### src/pamx_defines.vh
// Register map, field codes and reset values of the pin alternate-function mux
`ifndef PAMX_DEFINES_VH
`define PAMX_DEFINES_VH

// ----------------------------------------------------------------------
// Register map: one 32-byte bank per port, one word per register
// ----------------------------------------------------------------------
`define PAMX_ADDR_W 8
`define PAMX_BANK_A 2'h0
`define PAMX_BANK_B 2'h1
`define PAMX_BANK_C 2'h2
`define PAMX_REG_OUT 3'h0
`define PAMX_REG_DIR 3'h1
`define PAMX_REG_ALT 3'h2
`define PAMX_REG_SEL1 3'h3
`define PAMX_REG_SEL2 3'h4
`define PAMX_REG_IN 3'h5
`define PAMX_OFS_OUT 8'h00
`define PAMX_OFS_DIR 8'h04
`define PAMX_OFS_ALT 8'h08
`define PAMX_OFS_SEL1 8'h0C
`define PAMX_OFS_SEL2 8'h10
`define PAMX_OFS_IN 8'h14
`define PAMX_BANK_STRIDE 8'h20

// ----------------------------------------------------------------------
// Reset values and bus answers
// ----------------------------------------------------------------------
`define PAMX_RST_BYTE 8'h00
`define PAMX_RESP_OKAY 2'h0
`define PAMX_RESP_SLVERR 2'h2

// ----------------------------------------------------------------------
// Package variants
// ----------------------------------------------------------------------
`define PAMX_PKG_20 6'h14
`define PAMX_PKG_28 6'h1C

// ----------------------------------------------------------------------
// Pad indices (port * 8 + pin)
// ----------------------------------------------------------------------
`define PAMX_PADS 24
`define PAMX_PB0 8
`define PAMX_PB3 11
`define PAMX_PB5 13
`define PAMX_PC0 16
`define PAMX_PC2 18
`define PAMX_PC3 19

`endif

### src/pamx_port_mux.v
// Alternate-function pin mux for ports A, B and C with AXI4-Lite registers
//
// Contract
// - Port A has no function-set registers; only the per-pin enable exists.
// - Enabling a port A pin connects its single peripheral signal directly.
// - PA0 and PA6 carry timer input or complement; timer mode decides.
// - PA4 is shared UART/infrared receive, PA5 shared transmit.
// - PA2 is UART driver enable, PA3 is UART clear to send.
// - PA1 is timer zero output, PA7 is timer one output.
// - Port B second set register exists but never steers selection.
// - Port B first set bit chooses: analog, reference, clock or reserved.
// - Port C second set register exists but is ignored.
// - PC0 and PC1 with bit set give analog, comparator or LED drive.
// - PC2 analog/LED/reference; PC3 comparator or LED; PC4-7 LED.
// - Reference on PB5 only in the 28-pin package.
// - Reference on PC2 only in the 20-pin package.
// - Analog functions need both the pin enable and the select bit.
// - An enabled alternate function drives the pad output enable.
`timescale 1ns/1ns
`include "pamx_defines.vh"
module pamx_port_mux #(
  parameter [5:0] PKG_PINS = `PAMX_PKG_28  // Package pin count, 20 or 28
) (
  input wire clock_in,                  // System clock, 250 MHz
  input wire resetn_in,                 // Synchronous reset, active low
  input wire [7:0] s_axi_awaddr,        // Write address
  input wire s_axi_awvalid,             // Write address valid
  output wire s_axi_awready,            // Write address ready
  input wire [31:0] s_axi_wdata,        // Write data
  input wire [3:0] s_axi_wstrb,         // Write byte strobes
  input wire s_axi_wvalid,              // Write data valid
  output wire s_axi_wready,             // Write data ready
  output reg [1:0] s_axi_bresp,         // Write response
  output reg s_axi_bvalid,              // Write response valid
  input wire s_axi_bready,              // Write response ready
  input wire [7:0] s_axi_araddr,        // Read address
  input wire s_axi_arvalid,             // Read address valid
  output wire s_axi_arready,            // Read address ready
  output reg [31:0] s_axi_rdata,        // Read data
  output reg [1:0] s_axi_rresp,         // Read response
  output reg s_axi_rvalid,              // Read data valid
  input wire s_axi_rready,              // Read data ready
  input wire [23:0] pad_in,             // Pad levels, port*8+pin
  output wire [23:0] pad_out,           // Pad output levels
  output wire [23:0] pad_oe_out,        // Pad output enables
  output wire [23:0] analog_connect_out,// Pad tied to analog bus
  input wire timer_zero_output_in,      // Timer 0 output
  input wire timer_zero_compl_in,       // Timer 0 output complement
  input wire timer_zero_pin_drive_in,   // Timer 0 mode drives PA0
  output wire timer_zero_input_out,     // Timer 0 input from PA0
  input wire timer_one_output_in,       // Timer 1 output
  input wire timer_one_compl_in,        // Timer 1 output complement
  input wire timer_one_pin_drive_in,    // Timer 1 mode drives PA6
  output wire timer_one_input_out,      // Timer 1 input from PA6
  input wire uart_zero_driver_enable_in,// UART 0 driver enable
  output wire uart_zero_clear_to_send_out, // UART 0 clear to send
  output wire uart_zero_receive_out,    // UART/infrared receive
  input wire uart_zero_transmit_in,     // UART/infrared transmit
  output wire external_clock_input_out, // External clock from PB3
  input wire comparator_output_in,      // Comparator output for PC3
  input wire [7:0] led_enable_in,       // LED drive enables, port C
  input wire adc_ref_select_in,         // ADC wants external reference
  output reg [1:0] adc_ref_pad_out      // Reference on [0] PB5, [1] PC2
);

  // ----------------------------------------------------------------------
  // Configuration registers
  // ----------------------------------------------------------------------
  reg [7:0] port_out [0:2];
  reg [7:0] port_dir [0:2];
  reg [7:0] alt_en [0:2];
  reg [7:0] function_select_first [1:2];
  reg [7:0] function_select_second [1:2];
  reg aw_held;
  reg w_held;
  reg [7:0] aw_addr;
  reg [7:0] w_data;
  reg w_lane0;
  wire [1:0] wr_bank;
  wire [2:0] wr_reg;
  wire wr_fire;
  wire wr_hit;
  wire [1:0] rd_bank;
  wire [2:0] rd_reg;
  wire rd_bank_ok;
  wire [23:0] alt_in;
  wire pkg28;
  wire pkg20;
  reg [23:0] alt_use;
  reg [23:0] alt_out;
  reg [23:0] alt_oe;
  reg [23:0] alt_ana;
  reg [7:0] rd_byte;
  reg rd_ok;
  integer i;
  integer k;

  assign pkg28 = (PKG_PINS == `PAMX_PKG_28);
  assign pkg20 = (PKG_PINS == `PAMX_PKG_20);

  // ----------------------------------------------------------------------
  // AXI4-Lite write path
  // ----------------------------------------------------------------------
  // Address and data are caught in either order; response after both
  assign s_axi_awready = ~aw_held & ~s_axi_bvalid;
  assign s_axi_wready = ~w_held & ~s_axi_bvalid;
  assign wr_fire = aw_held & w_held & ~s_axi_bvalid;
  assign wr_bank = aw_addr[6:5];
  assign wr_reg = aw_addr[4:2];
  // Port A has no set registers; writes to input data are answered OKAY and dropped
  assign wr_hit = ~aw_addr[7] & (wr_bank != 2'h3) &
    ((wr_reg == `PAMX_REG_OUT) | (wr_reg == `PAMX_REG_DIR) |
     (wr_reg == `PAMX_REG_ALT) | (wr_reg == `PAMX_REG_IN) |
     (((wr_reg == `PAMX_REG_SEL1) | (wr_reg == `PAMX_REG_SEL2)) &
      (wr_bank != `PAMX_BANK_A)));

  // Handshake capture and response
  always @(posedge clock_in) begin
    if (!resetn_in) begin
      aw_held <= 1'b0;
      w_held <= 1'b0;
      aw_addr <= 8'h00;
      w_data <= 8'h00;
      w_lane0 <= 1'b0;
      s_axi_bvalid <= 1'b0;
      s_axi_bresp <= `PAMX_RESP_OKAY;
    end else begin
      if (s_axi_awvalid & s_axi_awready) begin
        aw_held <= 1'b1;
        aw_addr <= s_axi_awaddr;
      end
      if (s_axi_wvalid & s_axi_wready) begin
        w_held <= 1'b1;
        w_data <= s_axi_wdata[7:0];
        w_lane0 <= s_axi_wstrb[0];
      end
      if (wr_fire) begin
        aw_held <= 1'b0;
        w_held <= 1'b0;
        s_axi_bvalid <= 1'b1;
        s_axi_bresp <= wr_hit ? `PAMX_RESP_OKAY : `PAMX_RESP_SLVERR;
      end else if (s_axi_bvalid & s_axi_bready) begin
        s_axi_bvalid <= 1'b0;
      end
    end
  end

  // Register store; only byte lane 0 carries data
  always @(posedge clock_in) begin
    if (!resetn_in) begin
      // Own loop index, so the decode process keeps sole use of i
      for (k = 0; k < 3; k = k + 1) begin
        port_out[k] <= `PAMX_RST_BYTE;
        port_dir[k] <= `PAMX_RST_BYTE;
        alt_en[k] <= `PAMX_RST_BYTE;
      end
      for (k = 1; k < 3; k = k + 1) begin
        function_select_first[k] <= `PAMX_RST_BYTE;
        function_select_second[k] <= `PAMX_RST_BYTE;
      end
    end else if (wr_fire & wr_hit & w_lane0) begin
      case (wr_reg)
        `PAMX_REG_OUT: port_out[wr_bank] <= w_data;
        `PAMX_REG_DIR: port_dir[wr_bank] <= w_data;
        `PAMX_REG_ALT: alt_en[wr_bank] <= w_data;
        `PAMX_REG_SEL1: function_select_first[wr_bank] <= w_data;
        `PAMX_REG_SEL2: function_select_second[wr_bank] <= w_data;
        default: ;
      endcase
    end
  end

  // ----------------------------------------------------------------------
  // AXI4-Lite read path
  // ----------------------------------------------------------------------
  assign s_axi_arready = ~s_axi_rvalid;
  assign rd_bank = s_axi_araddr[6:5];
  assign rd_reg = s_axi_araddr[4:2];
  assign rd_bank_ok = ~s_axi_araddr[7] & (rd_bank != 2'h3);

  // Port A set registers read as zero since they do not exist
  always @* begin
    rd_byte = 8'h00;
    rd_ok = rd_bank_ok;
    if (rd_bank_ok) begin
      case (rd_reg)
        `PAMX_REG_OUT: rd_byte = port_out[rd_bank];
        `PAMX_REG_DIR: rd_byte = port_dir[rd_bank];
        `PAMX_REG_ALT: rd_byte = alt_en[rd_bank];
        `PAMX_REG_SEL1: if (rd_bank != `PAMX_BANK_A)
          rd_byte = function_select_first[rd_bank];
        `PAMX_REG_SEL2: if (rd_bank != `PAMX_BANK_A)
          rd_byte = function_select_second[rd_bank];
        `PAMX_REG_IN: rd_byte = pad_in[rd_bank * 8 +: 8];
        default: rd_ok = 1'b0;
      endcase
    end
  end

  // Answer registered on the same edge that takes the address
  always @(posedge clock_in) begin
    if (!resetn_in) begin
      s_axi_rvalid <= 1'b0;
      s_axi_rdata <= 32'h00000000;
      s_axi_rresp <= `PAMX_RESP_OKAY;
    end else if (s_axi_arvalid & s_axi_arready) begin
      s_axi_rvalid <= 1'b1;
      s_axi_rdata <= {24'h000000, rd_byte};
      s_axi_rresp <= rd_ok ? `PAMX_RESP_OKAY : `PAMX_RESP_SLVERR;
    end else if (s_axi_rvalid & s_axi_rready) begin
      s_axi_rvalid <= 1'b0;
    end
  end

  // ----------------------------------------------------------------------
  // Function decode
  // ----------------------------------------------------------------------
  // Only the first set register steers; the second is never read here.
  // A reserved choice leaves alt_use low so the pad stays GPIO.
  always @* begin
    alt_use = 24'h000000;
    alt_out = 24'h000000;
    alt_oe = 24'h000000;
    alt_ana = 24'h000000;
    // Port A: enable alone selects the one function
    alt_use[7:0] = alt_en[0];
    alt_out[0] = timer_zero_compl_in;
    alt_oe[0] = timer_zero_pin_drive_in;
    alt_out[1] = timer_zero_output_in;
    alt_oe[1] = 1'b1;
    alt_out[2] = uart_zero_driver_enable_in;
    alt_oe[2] = 1'b1;
    alt_out[5] = uart_zero_transmit_in;
    alt_oe[5] = 1'b1;
    alt_out[6] = timer_one_compl_in;
    alt_oe[6] = timer_one_pin_drive_in;
    alt_out[7] = timer_one_output_in;
    alt_oe[7] = 1'b1;
    // Port B: analog inputs 0-4, reference, or clock input
    for (i = 0; i < 5; i = i + 1) begin
      alt_ana[`PAMX_PB0 + i] = function_select_first[1][i];
    end
    alt_ana[`PAMX_PB5] = function_select_first[1][5] & pkg28;
    alt_use[`PAMX_PB3] = alt_en[1][3];
    for (i = 0; i < 6; i = i + 1) begin
      if (alt_ana[`PAMX_PB0 + i]) begin
        alt_use[`PAMX_PB0 + i] = alt_en[1][i];
      end
    end
    // Port C: analog/comparator, reference, comparator out or LED sink
    for (i = 0; i < 8; i = i + 1) begin
      if (function_select_first[2][i]) begin
        if (i > 2 || led_enable_in[i]) begin
          alt_use[`PAMX_PC0 + i] = alt_en[2][i];
          alt_oe[`PAMX_PC0 + i] = 1'b1;               // LED sinks low
        end else begin
          alt_use[`PAMX_PC0 + i] = alt_en[2][i];
          alt_ana[`PAMX_PC0 + i] = 1'b1;
        end
      end
    end
    if (~function_select_first[2][3]) begin
      alt_use[`PAMX_PC3] = alt_en[2][3];
      alt_out[`PAMX_PC3] = comparator_output_in;
      alt_oe[`PAMX_PC3] = 1'b1;
    end
  end

  // ----------------------------------------------------------------------
  // Pad stages
  // ----------------------------------------------------------------------
  genvar p;
  generate
    for (p = 0; p < `PAMX_PADS; p = p + 1) begin : g_pad
      pamx_pad u_pad (
        .clock_in(clock_in),
        .resetn_in(resetn_in),
        .gpio_out_in(port_out[p / 8][p % 8]),
        .gpio_oe_in(port_dir[p / 8][p % 8]),
        .alt_use_in(alt_use[p]),
        .alt_out_in(alt_out[p]),
        .alt_oe_in(alt_oe[p]),
        .alt_analog_in(alt_ana[p]),
        .pad_in(pad_in[p]),
        .pad_out(pad_out[p]),
        .pad_oe_out(pad_oe_out[p]),
        .analog_out(analog_connect_out[p]),
        .alt_in_out(alt_in[p])
      );
    end
  endgenerate

  // Reference tie-in follows the pad stage timing
  always @(posedge clock_in) begin
    if (!resetn_in) begin
      adc_ref_pad_out <= 2'h0;
    end else begin
      adc_ref_pad_out[0] <= alt_use[`PAMX_PB5] & alt_ana[`PAMX_PB5];
      adc_ref_pad_out[1] <= alt_use[`PAMX_PC2] & alt_ana[`PAMX_PC2] &
        pkg20 & adc_ref_select_in;
    end
  end

  // ----------------------------------------------------------------------
  // Peripheral inputs; each reads zero while its pad is not routed
  // ----------------------------------------------------------------------
  assign timer_zero_input_out = alt_in[0];
  assign uart_zero_clear_to_send_out = alt_in[3];
  assign uart_zero_receive_out = alt_in[4];
  assign timer_one_input_out = alt_in[6];
  assign external_clock_input_out = alt_in[`PAMX_PB3];

endmodule // pamx_port_mux

### src/pamx_pad.v
// One pad's output stage: registered choice between GPIO and alternate path
`timescale 1ns/1ns
module pamx_pad (
  input wire clock_in,        // System clock
  input wire resetn_in,       // Synchronous reset, active low
  input wire gpio_out_in,     // Port output data bit
  input wire gpio_oe_in,      // Port direction bit, 1 drives
  input wire alt_use_in,      // Alternate function owns the pad
  input wire alt_out_in,      // Alternate output level
  input wire alt_oe_in,       // Alternate output enable
  input wire alt_analog_in,   // Alternate function is analog
  input wire pad_in,          // Pad level
  output reg pad_out,         // Pad output level
  output reg pad_oe_out,      // Pad output enable, 1 drives
  output reg analog_out,      // Analog switch closed
  output reg alt_in_out       // Pad level seen by the peripheral
);

  // ----------------------------------------------------------------------
  // Output stage
  // ----------------------------------------------------------------------
  // One flop stage: the whole choice moves in one edge, so no mixed
  // function appears between two settings
  always @(posedge clock_in) begin
    if (!resetn_in) begin
      pad_out <= 1'b0;
      pad_oe_out <= 1'b0;
      analog_out <= 1'b0;
      alt_in_out <= 1'b0;
    end else if (alt_use_in) begin
      pad_out <= alt_out_in;
      pad_oe_out <= alt_oe_in;
      analog_out <= alt_analog_in;
      alt_in_out <= pad_in & ~alt_analog_in;
    end else begin
      pad_out <= gpio_out_in;
      pad_oe_out <= gpio_oe_in;
      analog_out <= 1'b0;
      alt_in_out <= 1'b0;
    end
  end

endmodule // pamx_pad

### config.mk
export PLATFORM = sky130hd
export DESIGN_NAME = pamx_port_mux
export DESIGN_NICKNAME = d
export VERILOG_FILES = /design/src/pamx_port_mux.v /design/src/pamx_pad.v
export VERILOG_INCLUDE_DIRS = /design/src
export SDC_FILE = /design/constraint.sdc
export NUM_CORES = 1
export LEC_CHECK = 0
export ABC_AREA = 0
export ABC_CLOCK_PERIOD_IN_PS = 2500
export BUFFER_PORTS_ARGS = -buffer_cell sky130_fd_sc_hd__buf_2
export CORE_MARGIN = 2
export CORE_UTILIZATION = 25
export DETAILED_ROUTE_END_ITERATION = 7
export PLACE_DENSITY = 0.52
export SYNTH_ARGS = -nofsm -noshare
export SYNTH_HDL_FRONTEND = slang
export SYNTH_SLANG_ARGS = --single-unit
### constraint.sdc
create_clock -name clock_in -period 2.5 [get_ports clock_in]
set_input_delay 0.25 -clock clock_in [delete_from_list [all_inputs] [get_ports clock_in]]
set_output_delay 0.25 -clock clock_in [all_outputs]
set_load 0.01 [all_outputs]
==> key figures <==
Yosys
  • Share of the yosys chip area belonging to registers: 56.37%
  • Post-synth top cells: 112 x edfxtp_1, 108 x dfxtp_1, 100 x buf_4, 94 x and2_1, 91 x mux2i_1
  • Ys Warns: 0
  • Mapped cell area: 9802 µm²
  • Post-synth top flop: edfxtp_1
  • Largest family of logic cells by synthesized area: simple AND/OR/NAND/NOR gates
  • Post-synthesis mux area share: 9.791%
  • Most common cell in the synthesized netlist: edfxtp_1
  • Ys async rst share: 0%
  • Yosys top cell area share: 34.31%
  • Number of synthesized flops with an enable pin: 112
  • Post-Synth Adder-Cell Area: 0%
  • XOR/XNOR Fraction of Synth Area: 0%
  • Cells after synthesis: 875
  • Seq cells post-synth: 220
  • Compound-Gate Fraction of Synth Area: 6.970%
  • Mean Syn Cell Area: 11.20 µm²
  • Synth top area cells: edfxtp_1 34%, dfxtp_1 22%, mux2i_1 9.3%
  • Area leader, netlist: edfxtp_1
  • Yosys cell types: 52
  • Post-synthesis simple-gate area fraction: 17.07%

Timing
  • Unrepaired setup endpoints after global routing: no
  • Final setup viols: 0
  • Fmax: 491.0 MHz
  • Fin crit share: 81.46%
  • Worst-Margin Slew: 1.027 ns
  • Tmin final: 2.036 ns
  • Skew final: 0.008591 ns
  • Setup TNS: 0 ns
  • Max-slew headroom: 31.39%
  • Fin. Hold Viols: 0
  • Slew Limit Fails: 0
  • Post-route setup slack: 0.4635 ns

Global routing
  • Largest net degree at the start of global routing: 59
  • Tot GR Track Use: 14.25%
  • Grt ovf: 0
  • First-pass GRT wire length: 43150 µm
  • Vias in the first global route: 6644
  • Antenna violations before repair: 0

Routing
  • Final wirelength: 29660 µm
  • Vias post-DR: 6798
  • Routed Antenna Nets: 0
  • Pre-Repair DR Iteration Count: 5
  • DRC viols: 0
  • Iter 0 DRT Violations: 607
  • Drt wl/cell: 19.00 µm
  • Vias per cell: 4.355

Cells and area
  • P&R area growth vs syn: 20.33%
  • Final Cell Area: 11800 µm²
  • Fraction of layout cells with a size suffix above 1: 22.46%
  • Final net count: 1125

Floorplanning
  • I/O Pins: 221
  • Die width: 202.0 µm
  • Row cnt: 72
  • Die ar.: 40810 µm²
  • Initial core utilization: 25.36%
  • Die height: 202.0 µm
  • Core area: 38650 µm²

Run status
  • Status: complete, no violations

CTS
  • H-tree depth: 1
  • Clock transition at the registers of the reported paths: 0.06 ns
  • CTS Buffer Depth: 3
  • Clk sink count: 220
  • TritonCTS Buffers: 25
  • Post-CTS Setup Inserts: 0
  • Worst-Skew Late Latency: 0.51 ns
  • Root buffer cell: clkbuf_16
  • CTS tree: yes

Min path
  • Hold Crit Depth: 3
  • Worst min-delay path class: input pin to flop

Critical path
  • Critical path launch point type: flop
  • CP max stage delay: 0.40 ns
  • Worst setup EP type: flop
  • CP max-delay cell: or3_1
  • WS Path Type: flop to flop
  • Crit Path Max Fanout: 6
  • R2R depth: 5
  • Critical Path RT: 2.72 ns
  • Crit path cell chain: or2_2, or3_1, nor3_2, nand2b_1, buf_12
  • Crit path DAT: 2.26 ns

Place
  • Dpl hpwl: 21580 µm
  • Post-DP Area: 10790 µm²
  • Worst slack at placement: 0.4513 ns
  • IO buf count: 141
  • Routability congestion estimate: 0.7971

Power
  • Peak supply drop: 0.5628 mV
  • Static leakage: 4.874 nW
  • PD cells: 696.0 nW/µm²

Run
  • Max-cap violations: 0
registers in the layout (all words and copies together), names as in the netlist:
signal and cells:
s_axi_rvalid 1, g_pad.u_pad.pad_out 24, w_lane0 1, port_out 32, w_held 1, function_select_first 16
w_data 8, adc_ref_pad_out 1, port_dir 32, g_pad.u_pad.alt_in_out 5, s_axi_bresp 1, aw_addr 6
alt_en 32, aw_held 1, g_pad.u_pad.analog_out 9, s_axi_rdata 8, function_select_second 16, s_axi_bvalid 1
s_axi_rresp 1, g_pad.u_pad.pad_oe_out 24
routing by layer:
| layer | share of wire, % | wire [µm] | vias up | GRT usage, % |
|---|---|---|---|---|
| met5 | 0 | 0 | - | 0 |
| met4 | 2.1 | 612 | 0 | 3.571 |
| met3 | 8.6 | 2542 | 33 | 2.741 |
| met2 | 45 | 13220 | 288 | 21.99 |
| met1 | 45 | 13280 | 3254 | 20.42 |
| li1 | - | - | 3223 | - |
placed cells by master, fill, tap and decap left out, types with 24 or more instances in the layout:
master / netlist / routed
mux2i_1: 91 / 91
dfxtp_1: 108 / 108
edfxtp_1: 112 / 112
buf_4: 100 / 38
a21oi_1: 32 / 32
nand2_1: 67 / 67
conb_1: 1 / 66
o22ai_1: 24 / 24
buf_2: 14 / 140
clkbuf_16: 0 / 26
nor2_1: 65 / 65
and2_1: 94 / 94
repair_timing:
item                                   4_1_cts  5_1_grt
gates resized for setup                      0        0
endpoints found under the hold margin       20        1
hold buffers                                20        1
layout make-up:
type | count | area [µm²]
fill | 3979 | 26850
sequential | 220 | 5525
multi-input combinational | 572 | 3563
timing repair buffer | 202 | 1256
clock buffer | 36 | 718.2
tap | 518 | 648.1
clock inverter | 9 | 70.07
inverter | 3 | 11.26
antenna | 1 | 2.502
through the flow:
| step | std cells | total power [mW] | utilization [%] | hold slack, ns |
|---|---|---|---|---|
| detailed placement | 1494 | 4.733 | 27.93 | 0.4394 |
| floorplan | 940 | 4.516 | - | 0.3268 |
| finish | 1561 | 8.209 | 30.52 | 0.009006 |
| global route | 1560 | 8.526 | 30.51 | 0.009079 |
| CTS | 1559 | 8.290 | 30.49 | 0.001830 |
| global placement | 1494 | 4.726 | 27.93 | 0.4438 |
cells by family after synthesis:
logic type,Yosys count
buffers and inverters,148
AO/OA/AOI/OAI,105
multiplexers,93
other,1
AND/OR/NAND/NOR,308
flip-flops,220
worst paths after layout:
kind	endpoint	start	slack (ns)
max	port_dir[0][7]	aw_addr[5]	0.46
min	aw_addr[4]	s_axi_awaddr[4]	0.009
max reg2reg	port_dir[0][7]	aw_addr[5]	0.46
min reg2reg	s_axi_rdata[4]	s_axi_rdata[4]	0.46
worst max-delay path: cells and delay by family, from the launching register on:
family / cells / cell delay [ns]
buf+inv: 1 / 0.17
flops: 1 / 0.34
simple gates: 4 / 1.23
power by group:
part	total [mW]	internal [mW]	switching [mW]
combinational	0.642	0.252	0.389
sequential	4.04	3.93	0.110
clock	3.53	2.09	1.44
total	8.21	6.27	1.94
Note: power is estimated with default switching activity, not from simulation.
